### config.mk
export PLATFORM = sky130hd
export DESIGN_NAME = vto_output_stage
export DESIGN_NICKNAME = d
export VERILOG_FILES = /design/src/pkg/vto_pkg.sv /design/src/vto_output_stage.sv
export SDC_FILE = /design/constraint.sdc
export NUM_CORES = 1
export LEC_CHECK = 0
export BUFFER_PORTS_ARGS = -buffer_cell sky130_fd_sc_hd__buf_2
export CELL_PAD_IN_SITES_DETAIL_PLACEMENT = 1
export CELL_PAD_IN_SITES_GLOBAL_PLACEMENT = 1
export CORE_UTILIZATION = 43
export DETAILED_ROUTE_END_ITERATION = 16
export PLACE_DENSITY = 0.95
export SKIP_LAST_GASP = 1
export SYNTH_ARGS = -nofsm -noshare
export SYNTH_HDL_FRONTEND = slang
export SYNTH_SLANG_ARGS = --single-unit
### constraint.sdc
create_clock -name clk_i -period 4.33 [get_ports clk_i]
set_input_delay 0.433 -clock clk_i [delete_from_list [all_inputs] [get_ports clk_i]]
set_output_delay 0.433 -clock clk_i [all_outputs]
set_load 0.02 [all_outputs]
### src/pkg/vto_pkg.sv
`default_nettype none
package vto_pkg;

  // Register byte offsets on the Wishbone bus
  localparam logic [7:0] VTO_SEL_LO_ADR  = 8'h00;
  localparam logic [7:0] VTO_SEL_HI_ADR  = 8'h04;
  localparam logic [7:0] VTO_DRIVE_ADR   = 8'h08;
  localparam logic [7:0] VTO_CLKDIV_ADR  = 8'h0C;
  localparam logic [7:0] VTO_STATUS_ADR  = 8'h10;

  // Field positions
  localparam int VTO_SEL_W          = 4;
  localparam int VTO_DRV_A_BIT      = 8;
  localparam int VTO_DRV_B_BIT      = 9;
  localparam int VTO_DIV_A_LSB      = 0;
  localparam int VTO_DIV_B_LSB      = 2;
  localparam int VTO_DIV_D_LSB      = 4;
  localparam int VTO_ST_FMT_LSB     = 0;
  localparam int VTO_ST_DIV_LSB     = 8;
  localparam int VTO_ST_PHASE_LSB   = 16;

  // Timing source codes
  localparam logic [3:0] VTO_SRC_HSYNC    = 4'h0;
  localparam logic [3:0] VTO_SRC_HBLANK   = 4'h1;
  localparam logic [3:0] VTO_SRC_VSYNC    = 4'h2;
  localparam logic [3:0] VTO_SRC_VBLANK   = 4'h3;
  localparam logic [3:0] VTO_SRC_FSYNC    = 4'h4;
  localparam logic [3:0] VTO_SRC_FDIGITAL = 4'h5;
  localparam logic [3:0] VTO_SRC_ACTIVE   = 4'h6;
  localparam logic [3:0] VTO_SRC_FILM_ID  = 4'h7;
  localparam logic [3:0] VTO_SRC_AUDIO    = 4'h8;
  localparam logic [3:0] VTO_SRC_LAST     = 4'hC;
  localparam int         VTO_NUM_SRC      = 13;

  // Reset source per pin, pin 1 in the low nibble
  localparam logic [31:0] VTO_SEL_RESET = {
    VTO_SRC_ACTIVE, VTO_SRC_FILM_ID, VTO_SRC_FDIGITAL, VTO_SRC_FSYNC,
    VTO_SRC_VBLANK, VTO_SRC_VSYNC, VTO_SRC_HBLANK, VTO_SRC_HSYNC};

  // Divide ratio codes
  localparam logic [1:0] VTO_DIV1 = 2'h0;
  localparam logic [1:0] VTO_DIV2 = 2'h1;
  localparam logic [1:0] VTO_DIV4 = 2'h2;

  // Phase after which all divided clocks rise together
  localparam logic [2:0] VTO_PHASE_WRAP = 3'h7;
  localparam logic [5:0] VTO_FMT_OFF    = 6'h00;

  // Generated timing signals, hsync in bit 0
  typedef struct packed {
    logic [3:0] custom;
    logic       audio_frame_sync;
    logic       film_cadence_field_id;
    logic       active_video_flag;
    logic       field_digital;
    logic       field_sync;
    logic       vblank;
    logic       vsync;
    logic       hblank;
    logic       hsync;
  } vto_sources_t;

  // Wishbone request group
  typedef struct packed {
    logic        cyc;
    logic        stb;
    logic        we;
    logic [7:0]  adr;
    logic [3:0]  sel;
    logic [31:0] dat;
  } vto_wb_req_t;

endpackage
`default_nettype wire

### src/vto_output_stage.sv
// How it works
// - Each of the eight timing pins drives the generated signal that its select field names.
// - After reset the sixth timing pin carries the field digital signal.
// - After reset the seventh timing pin carries the ten-field film cadence identifier.
// - After reset the eighth timing pin carries the active-video flag.
// - All timing pins are released (high impedance) while the format select is zero.
// - Timing pins update only on fundamental rising edges, in step with the video clocks.
// - Each timing pin has a drive-strength bit that resets to low.
// - The differential clock resets to the undivided fundamental rate.
// - Single-ended clock b resets to the undivided fundamental rate.
// - The differential clock divide ratio is software selectable as 1, 2 or 4.
// - Clock b has its own software selectable divide ratio of 1, 2 or 4.
// - The differential clock pair is released while the format select is zero.
// - Clock b is held low, still driven, while the format select is zero.
// - Clock b has a drive-strength bit that resets to low.
// - Clock a is held low while the format select is zero.
//
// The register addresses and the Wishbone interface to the registers are this design's own decisions.
`timescale 1ns/1ns
`default_nettype none
module vto_output_stage
  import vto_pkg::*;
(
  // Clock and reset
  input  wire logic         clk_i,
  input  wire logic         rst_i,
  // Wishbone slave
  input  wire vto_wb_req_t  wb_req_i,
  output logic              wb_ack_o,
  output logic [31:0]       wb_dat_o,
  // Fundamental clock edges and generated timing
  input  wire logic         fund_tick_i,
  input  wire vto_sources_t timing_src_i,
  input  wire logic [5:0]   format_select_pins_i,
  // Timing output pins
  output logic [7:0]        timing_o,
  output logic [7:0]        timing_oe_n_o,
  output logic [7:0]        timing_drive_hi_o,
  // Video clock outputs
  output logic              video_clock_out_a_o,
  output logic              video_clock_out_b_o,
  output logic              video_clock_out_diff_p_o,
  output logic              video_clock_out_diff_n_o,
  output logic              video_clock_out_diff_oe_n_o,
  output logic              clk_a_drive_hi_o,
  output logic              clk_b_drive_hi_o
);

  typedef struct packed {
    logic [31:0] sel;
    logic [7:0]  drv_timing;
    logic        drv_a;
    logic        drv_b;
    logic [1:0]  req_a;
    logic [1:0]  req_b;
    logic [1:0]  req_d;
    logic [1:0]  div_a;
    logic [1:0]  div_b;
    logic [1:0]  div_d;
    logic [2:0]  phase;
    logic [7:0]  timing;
    logic [7:0]  timing_oe_n;
    logic        clk_a;
    logic        clk_b;
    logic        clk_p;
    logic        clk_n;
    logic        clk_d_oe_n;
    logic        ack;
    logic [31:0] rdata;
  } vto_state_t;

  vto_state_t                 st;
  vto_state_t                 next_st;
  logic [VTO_NUM_SRC-1:0]     src_vec;
  logic                       fmt_off;

  // Clock level for a phase and ratio; all ratios rise at even phases
  function automatic logic div_level(input logic [2:0] ph, input logic [1:0] dv);
    logic lvl;
    lvl = ~ph[0];
    if (dv == VTO_DIV2) begin
      lvl = ~ph[1];
    end else if (dv == VTO_DIV4) begin
      lvl = ~ph[2];
    end
    return lvl;
  endfunction

  // Merge a write into a word under byte enables
  function automatic logic [31:0] merge(input logic [31:0] old, input logic [31:0] wd,
                                        input logic [3:0] be);
    logic [31:0] res;
    res = old;
    for (int i = 0; i < 4; i++) begin
      if (be[i]) begin
        res[i*8 +: 8] = wd[i*8 +: 8];
      end
    end
    return res;
  endfunction

  assign src_vec = timing_src_i;
  assign fmt_off = (format_select_pins_i == VTO_FMT_OFF);

  // Next state: bus slave, divider and pin logic
  always_comb begin
    logic [31:0] drv_word;
    logic [31:0] div_word;
    logic [31:0] w;
    logic        access;
    logic [2:0]  ph;
    drv_word = '0;
    div_word = '0;
    w        = '0;
    access   = 1'b0;
    ph       = st.phase;
    next_st  = st;

    drv_word[7:0]           = st.drv_timing;
    drv_word[VTO_DRV_A_BIT] = st.drv_a;
    drv_word[VTO_DRV_B_BIT] = st.drv_b;
    div_word[VTO_DIV_A_LSB +: 2] = st.req_a;
    div_word[VTO_DIV_B_LSB +: 2] = st.req_b;
    div_word[VTO_DIV_D_LSB +: 2] = st.req_d;

    // Ack one cycle after the request; drops the cycle after
    access     = wb_req_i.cyc && wb_req_i.stb;
    next_st.ack = access && !st.ack;
    if (access && !st.ack) begin
      unique case (wb_req_i.adr)
        VTO_SEL_LO_ADR: next_st.rdata = {16'h0000, st.sel[15:0]};
        VTO_SEL_HI_ADR: next_st.rdata = {16'h0000, st.sel[31:16]};
        VTO_DRIVE_ADR:  next_st.rdata = drv_word;
        VTO_CLKDIV_ADR: next_st.rdata = div_word;
        VTO_STATUS_ADR: begin
          next_st.rdata = '0;
          next_st.rdata[VTO_ST_FMT_LSB +: 6]   = format_select_pins_i;
          next_st.rdata[VTO_ST_DIV_LSB +: 6]   = {st.div_d, st.div_b, st.div_a};
          next_st.rdata[VTO_ST_PHASE_LSB +: 3] = st.phase;
        end
        default:        next_st.rdata = '0;
      endcase
    end

    // Writes land at the edge where the master sees ack
    if (access && st.ack && wb_req_i.we) begin
      unique case (wb_req_i.adr)
        VTO_SEL_LO_ADR: begin
          w = merge({16'h0000, st.sel[15:0]}, wb_req_i.dat, wb_req_i.sel);
          next_st.sel[15:0] = w[15:0];
        end
        VTO_SEL_HI_ADR: begin
          w = merge({16'h0000, st.sel[31:16]}, wb_req_i.dat, wb_req_i.sel);
          next_st.sel[31:16] = w[15:0];
        end
        VTO_DRIVE_ADR: begin
          w = merge(drv_word, wb_req_i.dat, wb_req_i.sel);
          next_st.drv_timing = w[7:0];
          next_st.drv_a      = w[VTO_DRV_A_BIT];
          next_st.drv_b      = w[VTO_DRV_B_BIT];
        end
        VTO_CLKDIV_ADR: begin
          w = merge(div_word, wb_req_i.dat, wb_req_i.sel);
          next_st.req_a = w[VTO_DIV_A_LSB +: 2];
          next_st.req_b = w[VTO_DIV_B_LSB +: 2];
          next_st.req_d = w[VTO_DIV_D_LSB +: 2];
        end
        default: begin
          w = '0;
        end
      endcase
    end

    // Ratios switch only at the wrap, when every clock rises together
    if (fund_tick_i) begin
      ph = st.phase + 3'h1;
      next_st.phase = ph;
      if (st.phase == VTO_PHASE_WRAP) begin
        // Code 3 falls back to the undivided rate
        next_st.div_a = (st.req_a == 2'h3) ? VTO_DIV1 : st.req_a;
        next_st.div_b = (st.req_b == 2'h3) ? VTO_DIV1 : st.req_b;
        next_st.div_d = (st.req_d == 2'h3) ? VTO_DIV1 : st.req_d;
      end
    end

    // Divided clock levels; a and b forced low when format is off
    next_st.clk_a = !fmt_off && div_level(next_st.phase, next_st.div_a);
    next_st.clk_b = !fmt_off && div_level(next_st.phase, next_st.div_b);
    next_st.clk_p = div_level(next_st.phase, next_st.div_d);
    next_st.clk_n = ~div_level(next_st.phase, next_st.div_d);
    next_st.clk_d_oe_n = fmt_off;

    // Timing pins follow their source on fundamental rising edges
    for (int p = 0; p < 8; p++) begin
      if (fund_tick_i && !ph[0]) begin
        if (st.sel[p*VTO_SEL_W +: VTO_SEL_W] <= VTO_SRC_LAST) begin
          next_st.timing[p] = src_vec[st.sel[p*VTO_SEL_W +: VTO_SEL_W]];
        end else begin
          next_st.timing[p] = 1'b0;
        end
      end
      next_st.timing_oe_n[p] = fmt_off;
    end
  end

  // State register; defaults per pin and undivided clocks
  always_ff @(posedge clk_i) begin
    if (rst_i) begin
      st             <= '0;
      st.sel         <= VTO_SEL_RESET;
      st.req_a       <= VTO_DIV1;
      st.req_b       <= VTO_DIV1;
      st.req_d       <= VTO_DIV1;
      st.div_a       <= VTO_DIV1;
      st.div_b       <= VTO_DIV1;
      st.div_d       <= VTO_DIV1;
      st.timing_oe_n <= 8'hFF;
      st.clk_d_oe_n  <= 1'b1;
    end else begin
      st <= next_st;
    end
  end

  // Outputs straight from the state register
  assign wb_ack_o                    = st.ack;
  assign wb_dat_o                    = st.rdata;
  assign timing_o                    = st.timing;
  assign timing_oe_n_o               = st.timing_oe_n;
  assign timing_drive_hi_o           = st.drv_timing;
  assign video_clock_out_a_o         = st.clk_a;
  assign video_clock_out_b_o         = st.clk_b;
  assign video_clock_out_diff_p_o    = st.clk_p;
  assign video_clock_out_diff_n_o    = st.clk_n;
  assign video_clock_out_diff_oe_n_o = st.clk_d_oe_n;
  assign clk_a_drive_hi_o            = st.drv_a;
  assign clk_b_drive_hi_o            = st.drv_b;

  // Checks on the pin and clock behaviour
  // Reset values are looked at on the first edge after release only
  timing_sel_a: assert property (@(posedge clk_i) disable iff (rst_i)
    (fund_tick_i && st.phase[0] && st.sel[3:0] <= VTO_SRC_LAST)
    |=> timing_o[0] == $past(src_vec[st.sel[3:0]]))
    else $error("timing pin 1 missed its source");

  reset_sel_a: assert property (@(posedge clk_i)
    !rst_i && $past(rst_i) |-> st.sel[23:20] == VTO_SRC_FDIGITAL)
    else $error("pin 6 reset source wrong");

  film_sel_a: assert property (@(posedge clk_i)
    !rst_i && $past(rst_i) |-> st.sel[27:24] == VTO_SRC_FILM_ID)
    else $error("pin 7 reset source wrong");

  active_sel_a: assert property (@(posedge clk_i)
    !rst_i && $past(rst_i) |-> st.sel[31:28] == VTO_SRC_ACTIVE)
    else $error("pin 8 reset source wrong");

  timing_tri_a: assert property (@(posedge clk_i) disable iff (rst_i)
    fmt_off |=> timing_oe_n_o == 8'hFF)
    else $error("timing pins driven with format off");

  timing_sync_a: assert property (@(posedge clk_i) disable iff (rst_i)
    $changed(timing_o) |-> $past(fund_tick_i) && !st.phase[0])
    else $error("timing change off the clock edge");

  drive_reset_a: assert property (@(posedge clk_i)
    !rst_i && $past(rst_i) |-> timing_drive_hi_o == 8'h00 && !clk_b_drive_hi_o)
    else $error("drive strength not low after reset");

  div_reset_a: assert property (@(posedge clk_i)
    !rst_i && $past(rst_i) |-> st.div_d == VTO_DIV1 && st.div_b == VTO_DIV1)
    else $error("clocks not undivided after reset");

  div_ratio_a: assert property (@(posedge clk_i) disable iff (rst_i)
    (fund_tick_i && st.div_d == VTO_DIV2 && st.phase[1:0] == 2'h1)
    |=> !video_clock_out_diff_p_o ##0 video_clock_out_diff_n_o)
    else $error("diff clock divide by two wrong");

  b_ratio_a: assert property (@(posedge clk_i) disable iff (rst_i)
    (fund_tick_i && st.div_b == VTO_DIV4 && st.phase == 3'h3 && !fmt_off)
    |=> !video_clock_out_b_o)
    else $error("clock b divide by four wrong");

  diff_tri_a: assert property (@(posedge clk_i) disable iff (rst_i)
    fmt_off |=> video_clock_out_diff_oe_n_o)
    else $error("diff clock driven with format off");

  b_low_a: assert property (@(posedge clk_i) disable iff (rst_i)
    fmt_off |=> !video_clock_out_b_o)
    else $error("clock b not low with format off");

  a_low_a: assert property (@(posedge clk_i) disable iff (rst_i)
    fmt_off |=> !video_clock_out_a_o)
    else $error("clock a not low with format off");

  div_switch_a: assert property (@(posedge clk_i) disable iff (rst_i)
    ($changed(st.div_a) || $changed(st.div_b) || $changed(st.div_d))
    |-> $past(fund_tick_i) && $past(st.phase) == VTO_PHASE_WRAP)
    else $error("ratio switched away from the wrap");

  // Checks on pin enables, undivided rates and the divider phase
  pins_on_a: assert property (@(posedge clk_i) disable iff (rst_i)
    !fmt_off |=> timing_oe_n_o == 8'h00)
    else $error("timing pins released with format on");

  diff_on_a: assert property (@(posedge clk_i) disable iff (rst_i)
    !fmt_off |=> !video_clock_out_diff_oe_n_o)
    else $error("diff clock released with format on");

  timing_hold_a: assert property (@(posedge clk_i) disable iff (rst_i)
    !fund_tick_i |=> $stable(timing_o))
    else $error("timing pin moved without a fundamental edge");

  diff_pair_a: assert property (@(posedge clk_i) disable iff (rst_i)
    1'b1 |=> video_clock_out_diff_n_o != video_clock_out_diff_p_o)
    else $error("diff clock pair not complementary");

  diff_rate_a: assert property (@(posedge clk_i) disable iff (rst_i)
    (fund_tick_i && st.div_d == VTO_DIV1 && st.phase != VTO_PHASE_WRAP)
    |=> video_clock_out_diff_p_o == !st.phase[0])
    else $error("diff clock not at the fundamental rate");

  b_rate_a: assert property (@(posedge clk_i) disable iff (rst_i)
    (fund_tick_i && st.div_b == VTO_DIV1 && st.phase != VTO_PHASE_WRAP && !fmt_off)
    |=> video_clock_out_b_o == !st.phase[0])
    else $error("clock b not at the fundamental rate");

  edge_align_a: assert property (@(posedge clk_i) disable iff (rst_i)
    (fund_tick_i && st.phase == VTO_PHASE_WRAP && !fmt_off)
    |=> video_clock_out_a_o && video_clock_out_b_o && video_clock_out_diff_p_o)
    else $error("divided clocks not rising together at the wrap");

  phase_step_a: assert property (@(posedge clk_i) disable iff (rst_i)
    fund_tick_i |=> st.phase == $past(st.phase) + 3'h1)
    else $error("divider phase skipped a step");

  // Settings may move only at the edge where a write is acknowledged
  sel_hold_a: assert property (@(posedge clk_i) disable iff (rst_i)
    !(wb_ack_o && wb_req_i.we) |=> $stable(st.sel))
    else $error("pin select changed without a write");

  drive_hold_a: assert property (@(posedge clk_i) disable iff (rst_i)
    !(wb_ack_o && wb_req_i.we) |=> $stable({timing_drive_hi_o, clk_b_drive_hi_o}))
    else $error("drive strength changed without a write");

endmodule
`default_nettype wire

==> out/metrics.csv <==
metric,value,unit
antennaDiodeCount,0,
ys_top_cells_by_area,"dfxtp_1 34%, mux2i_1 8.2%, buf_4 7.9%",
grt.total_usage,28.4,%
drc,0,
drt-total-wl,17.9,mm
layout_setup_ws,1850,ps
clock_path_buffers,2,
cts_max_level,3,
synth_top_area_share,33.7,%
num_io_pins,133,
slew_violations,0,
drive_gt1_share,23.1,%
pwr-share-seq,45.3,%
power_density,320,nW/µm²
vias,5082,
clk_latency,350,ps
power.switching,0.000497,W
setup_viol,0,
comb_power_share,11.6,%
cts-root-buf,clkbuf_16,
relSlewSlack,31.3,%
final_antenna_net_count,0,
synthArstFlopShare,0,%
row_count,40,
seq_area_frac_synth,33.7,%
dieWidth,114,µm
cts_tree,built,
syn-mean-instance-area,8.84,µm²
switching_share,26.5,%
start_util,44.3,%
p_int,0.00138,W
grt_pass1_wl,28.1,mm
postCtsResizedCells,0,
fmax,0.404,GHz
synth_flop_cell,dfxtp_1,
rsz0062_at_grt,no,
syn-instance-count,605,
start_kind,input port,
numCtsBuffers,9,
power,0.00187,W
antenna_found_initial,0,
fin_skew,8.39,ps
hold_buffers,0,
final_util,48.5,%
grt_max_degree,46,
crit_path_end_kind,flip-flop,
place_congestion,0.886,
dr.pass1.iters,5,
grt_pass1_vias,5123,
worstPathArrival,2750,ps
status,finished clean,
cts.sinks,90,
nets,704,
grt_overflow,0,
routedWlPerCell,22.3,µm
pwr-share-clk,43.1,%
n_fill_cell,1438,
syn_to_final_growth,9.45,%
yosys_warnings,0,
hold_violations,0,
period_needed,2480,ps
yosys.area.top_type,dfxtp_1,
dpl_worst_slack,1550,ps
syn_area,5350,µm²
die_area,12900,µm²
die_h,114,µm
leakagePower,2.25,nW
hp-class,input port to flip-flop,
drt-vias-per-instance,6.31,
clk_pin_slew,70,ps
synth_cell_types,51,
worstMarginPinSlew,1030,ps
tns,0,ps
postCtsSetupBuffers,0,
critPathRequiredTime,4600,ps
portBuffers,101,
maxCapViolations,0,
synth-edff-count,0,
drtIter0Drc,530,
crit_fanout,25,
dpl.hpwl,12.8,mm
ys_seq_elements,90,
core_area,12100,µm²
min_period_over_period,57.2,%
criticalPathCategory,input port to flip-flop,
peakVddDrop,160,µV
hold_ws,344,ps
## Yosys cell counts (2+ instances only)
cell type / instances
nor4_1: 7
a2bb2oi_1: 4
o21ai_0: 49
and2_0: 3
mux4_2: 16
clkbuf_1: 39
ha_1: 3
nand4b_1: 4
and4b_1: 2
buf_2: 5
nand4_1: 23
and3_1: 7
a2111oi_0: 5
nand2_1: 19
nor3_1: 6
nand2b_1: 16
a31oi_1: 8
nand3_1: 20
a32oi_1: 4
o211ai_1: 3
nand3b_1: 8
o22ai_1: 3
a211o_1: 8
or4_1: 4
o31a_1: 2
dfxtp_1: 90
o311ai_0: 5
buf_1: 3
o2bb2ai_1: 19
nor2_1: 25
a21oi_1: 49
mux2i_1: 44
buf_4: 56
and2_1: 2
a311oi_1: 3
o21a_1: 2
or3_1: 2
a21boi_0: 3
a21bo_2: 2
mux2_2: 4
nor2b_1: 8
inv_1: 11
## metrics by stage
stage               instances  instance area, µm²
floorplan                 617                5390
global placement          789                5560
detailed placement        789                5560
CTS                       805                5850
global route              805                5850
finish                    805                5850
## routing by layer
layer	vias to the layer above	track usage [%]	part of all wire [%]
met2	287	47.6	48
met4	0	14.1	4.4
li1	2258	-	-
met1	2471	34.6	41
met3	66	6.11	6.7
met5	-	0	0
## path summary, 6_finish.rpt
path | startpoint | endpoint | slack (ps) | cells after the start
worst min register to register | wb_dat_o[18] | wb_dat_o[18] | 460 | 2
worst max register to register | wb_ack_o | st[109] | 2010 | 4
worst max-delay path | wb_req_i[37] | wb_dat_o[14] | 1850 | 5
worst min-delay path | wb_req_i[6] | st[101] | 340 | 2
## placed cells by master (no fill, tap or decap), types with 3 or more instances in the layout
master	netlist	final
buf_2	5	101
dfxtp_1	90	90
o21ai_0	49	49
a21oi_1	49	49
mux2i_1	44	44
nor2_1	25	25
nand4_1	23	23
nand3_1	20	20
nand2_1	19	19
o2bb2ai_1	19	19
nand2b_1	16	16
mux4_2	16	16
conb_1	1	13
inv_1	11	11
clkbuf_16	0	9
a211o_1	8	8
nand3b_1	8	8
nor2b_1	8	8
a31oi_1	8	8
and3_1	7	7
nor3_1	6	6
nor4_1	7	6
buf_4	56	6
a2111oi_0	5	5
o311ai_0	5	5
or4_1	4	4
mux2_2	4	4
a32oi_1	4	4
a2bb2oi_1	4	4
nand4b_1	4	4
and2_0	3	3
o22ai_1	3	3
o211ai_1	3	3
a311oi_1	3	3
a21boi_0	3	3
ha_1	3	3
clkinv_2	0	3
## registers in the layout, indices dropped and copies added, names as in the netlist
register,flops
wb_ack_o,1
video_clock_out_diff_p_o,1
timing_drive_hi_o,8
clk_a_drive_hi_o,1
video_clock_out_diff_n_o,1
clk_b_drive_hi_o,1
video_clock_out_a_o,1
wb_dat_o,19
video_clock_out_diff_oe_n_o,1
timing_o,8
st,47
video_clock_out_b_o,1
## critical path: stages
cell,delay (ps)
buf_2,90
or4_1,670
or3_1,710
or4_1,650
a21oi_1,180
## power by group through the flow
stage | clock network [W] | logic [W] | registers [W]
finish | 0.000807 | 0.000218 | 0.000847
global route | 0.000843 | 0.000230 | 0.000848
CTS | 0.000808 | 0.000213 | 0.000847
detailed placement | 0 | 0.000211 | 0.000866
global placement | 0 | 0.000202 | 0.000865
floorplan | 0 | 0.000143 | 0.000871
## logic make-up (layout without fill, tap and decap cells)
family	count (synthesis)	in the layout	synth area share (%)
compound gates	173	173	20.7
fa+ha+maj	3	3	0.702
buf+inv	114	134	12.0
flops	90	90	33.7
mux	64	64	15.8
other cells	1	13	0.0701
simple gates	160	160	16.9
## area by class of cell
class,count,area (µm²),share of cell area (%)
Timing Repair Buffer,107,551,9.40
Sequential cell,90,1800,30.8
Clock inverter,5,53.8,0.919
Tap cell,168,210,3.59
Inverter,11,41.3,0.705
Clock buffer,11,243,4.15
Multi-Input combinational cell,413,2950,50.5
Note: power is estimated with default switching activity, not from simulation.
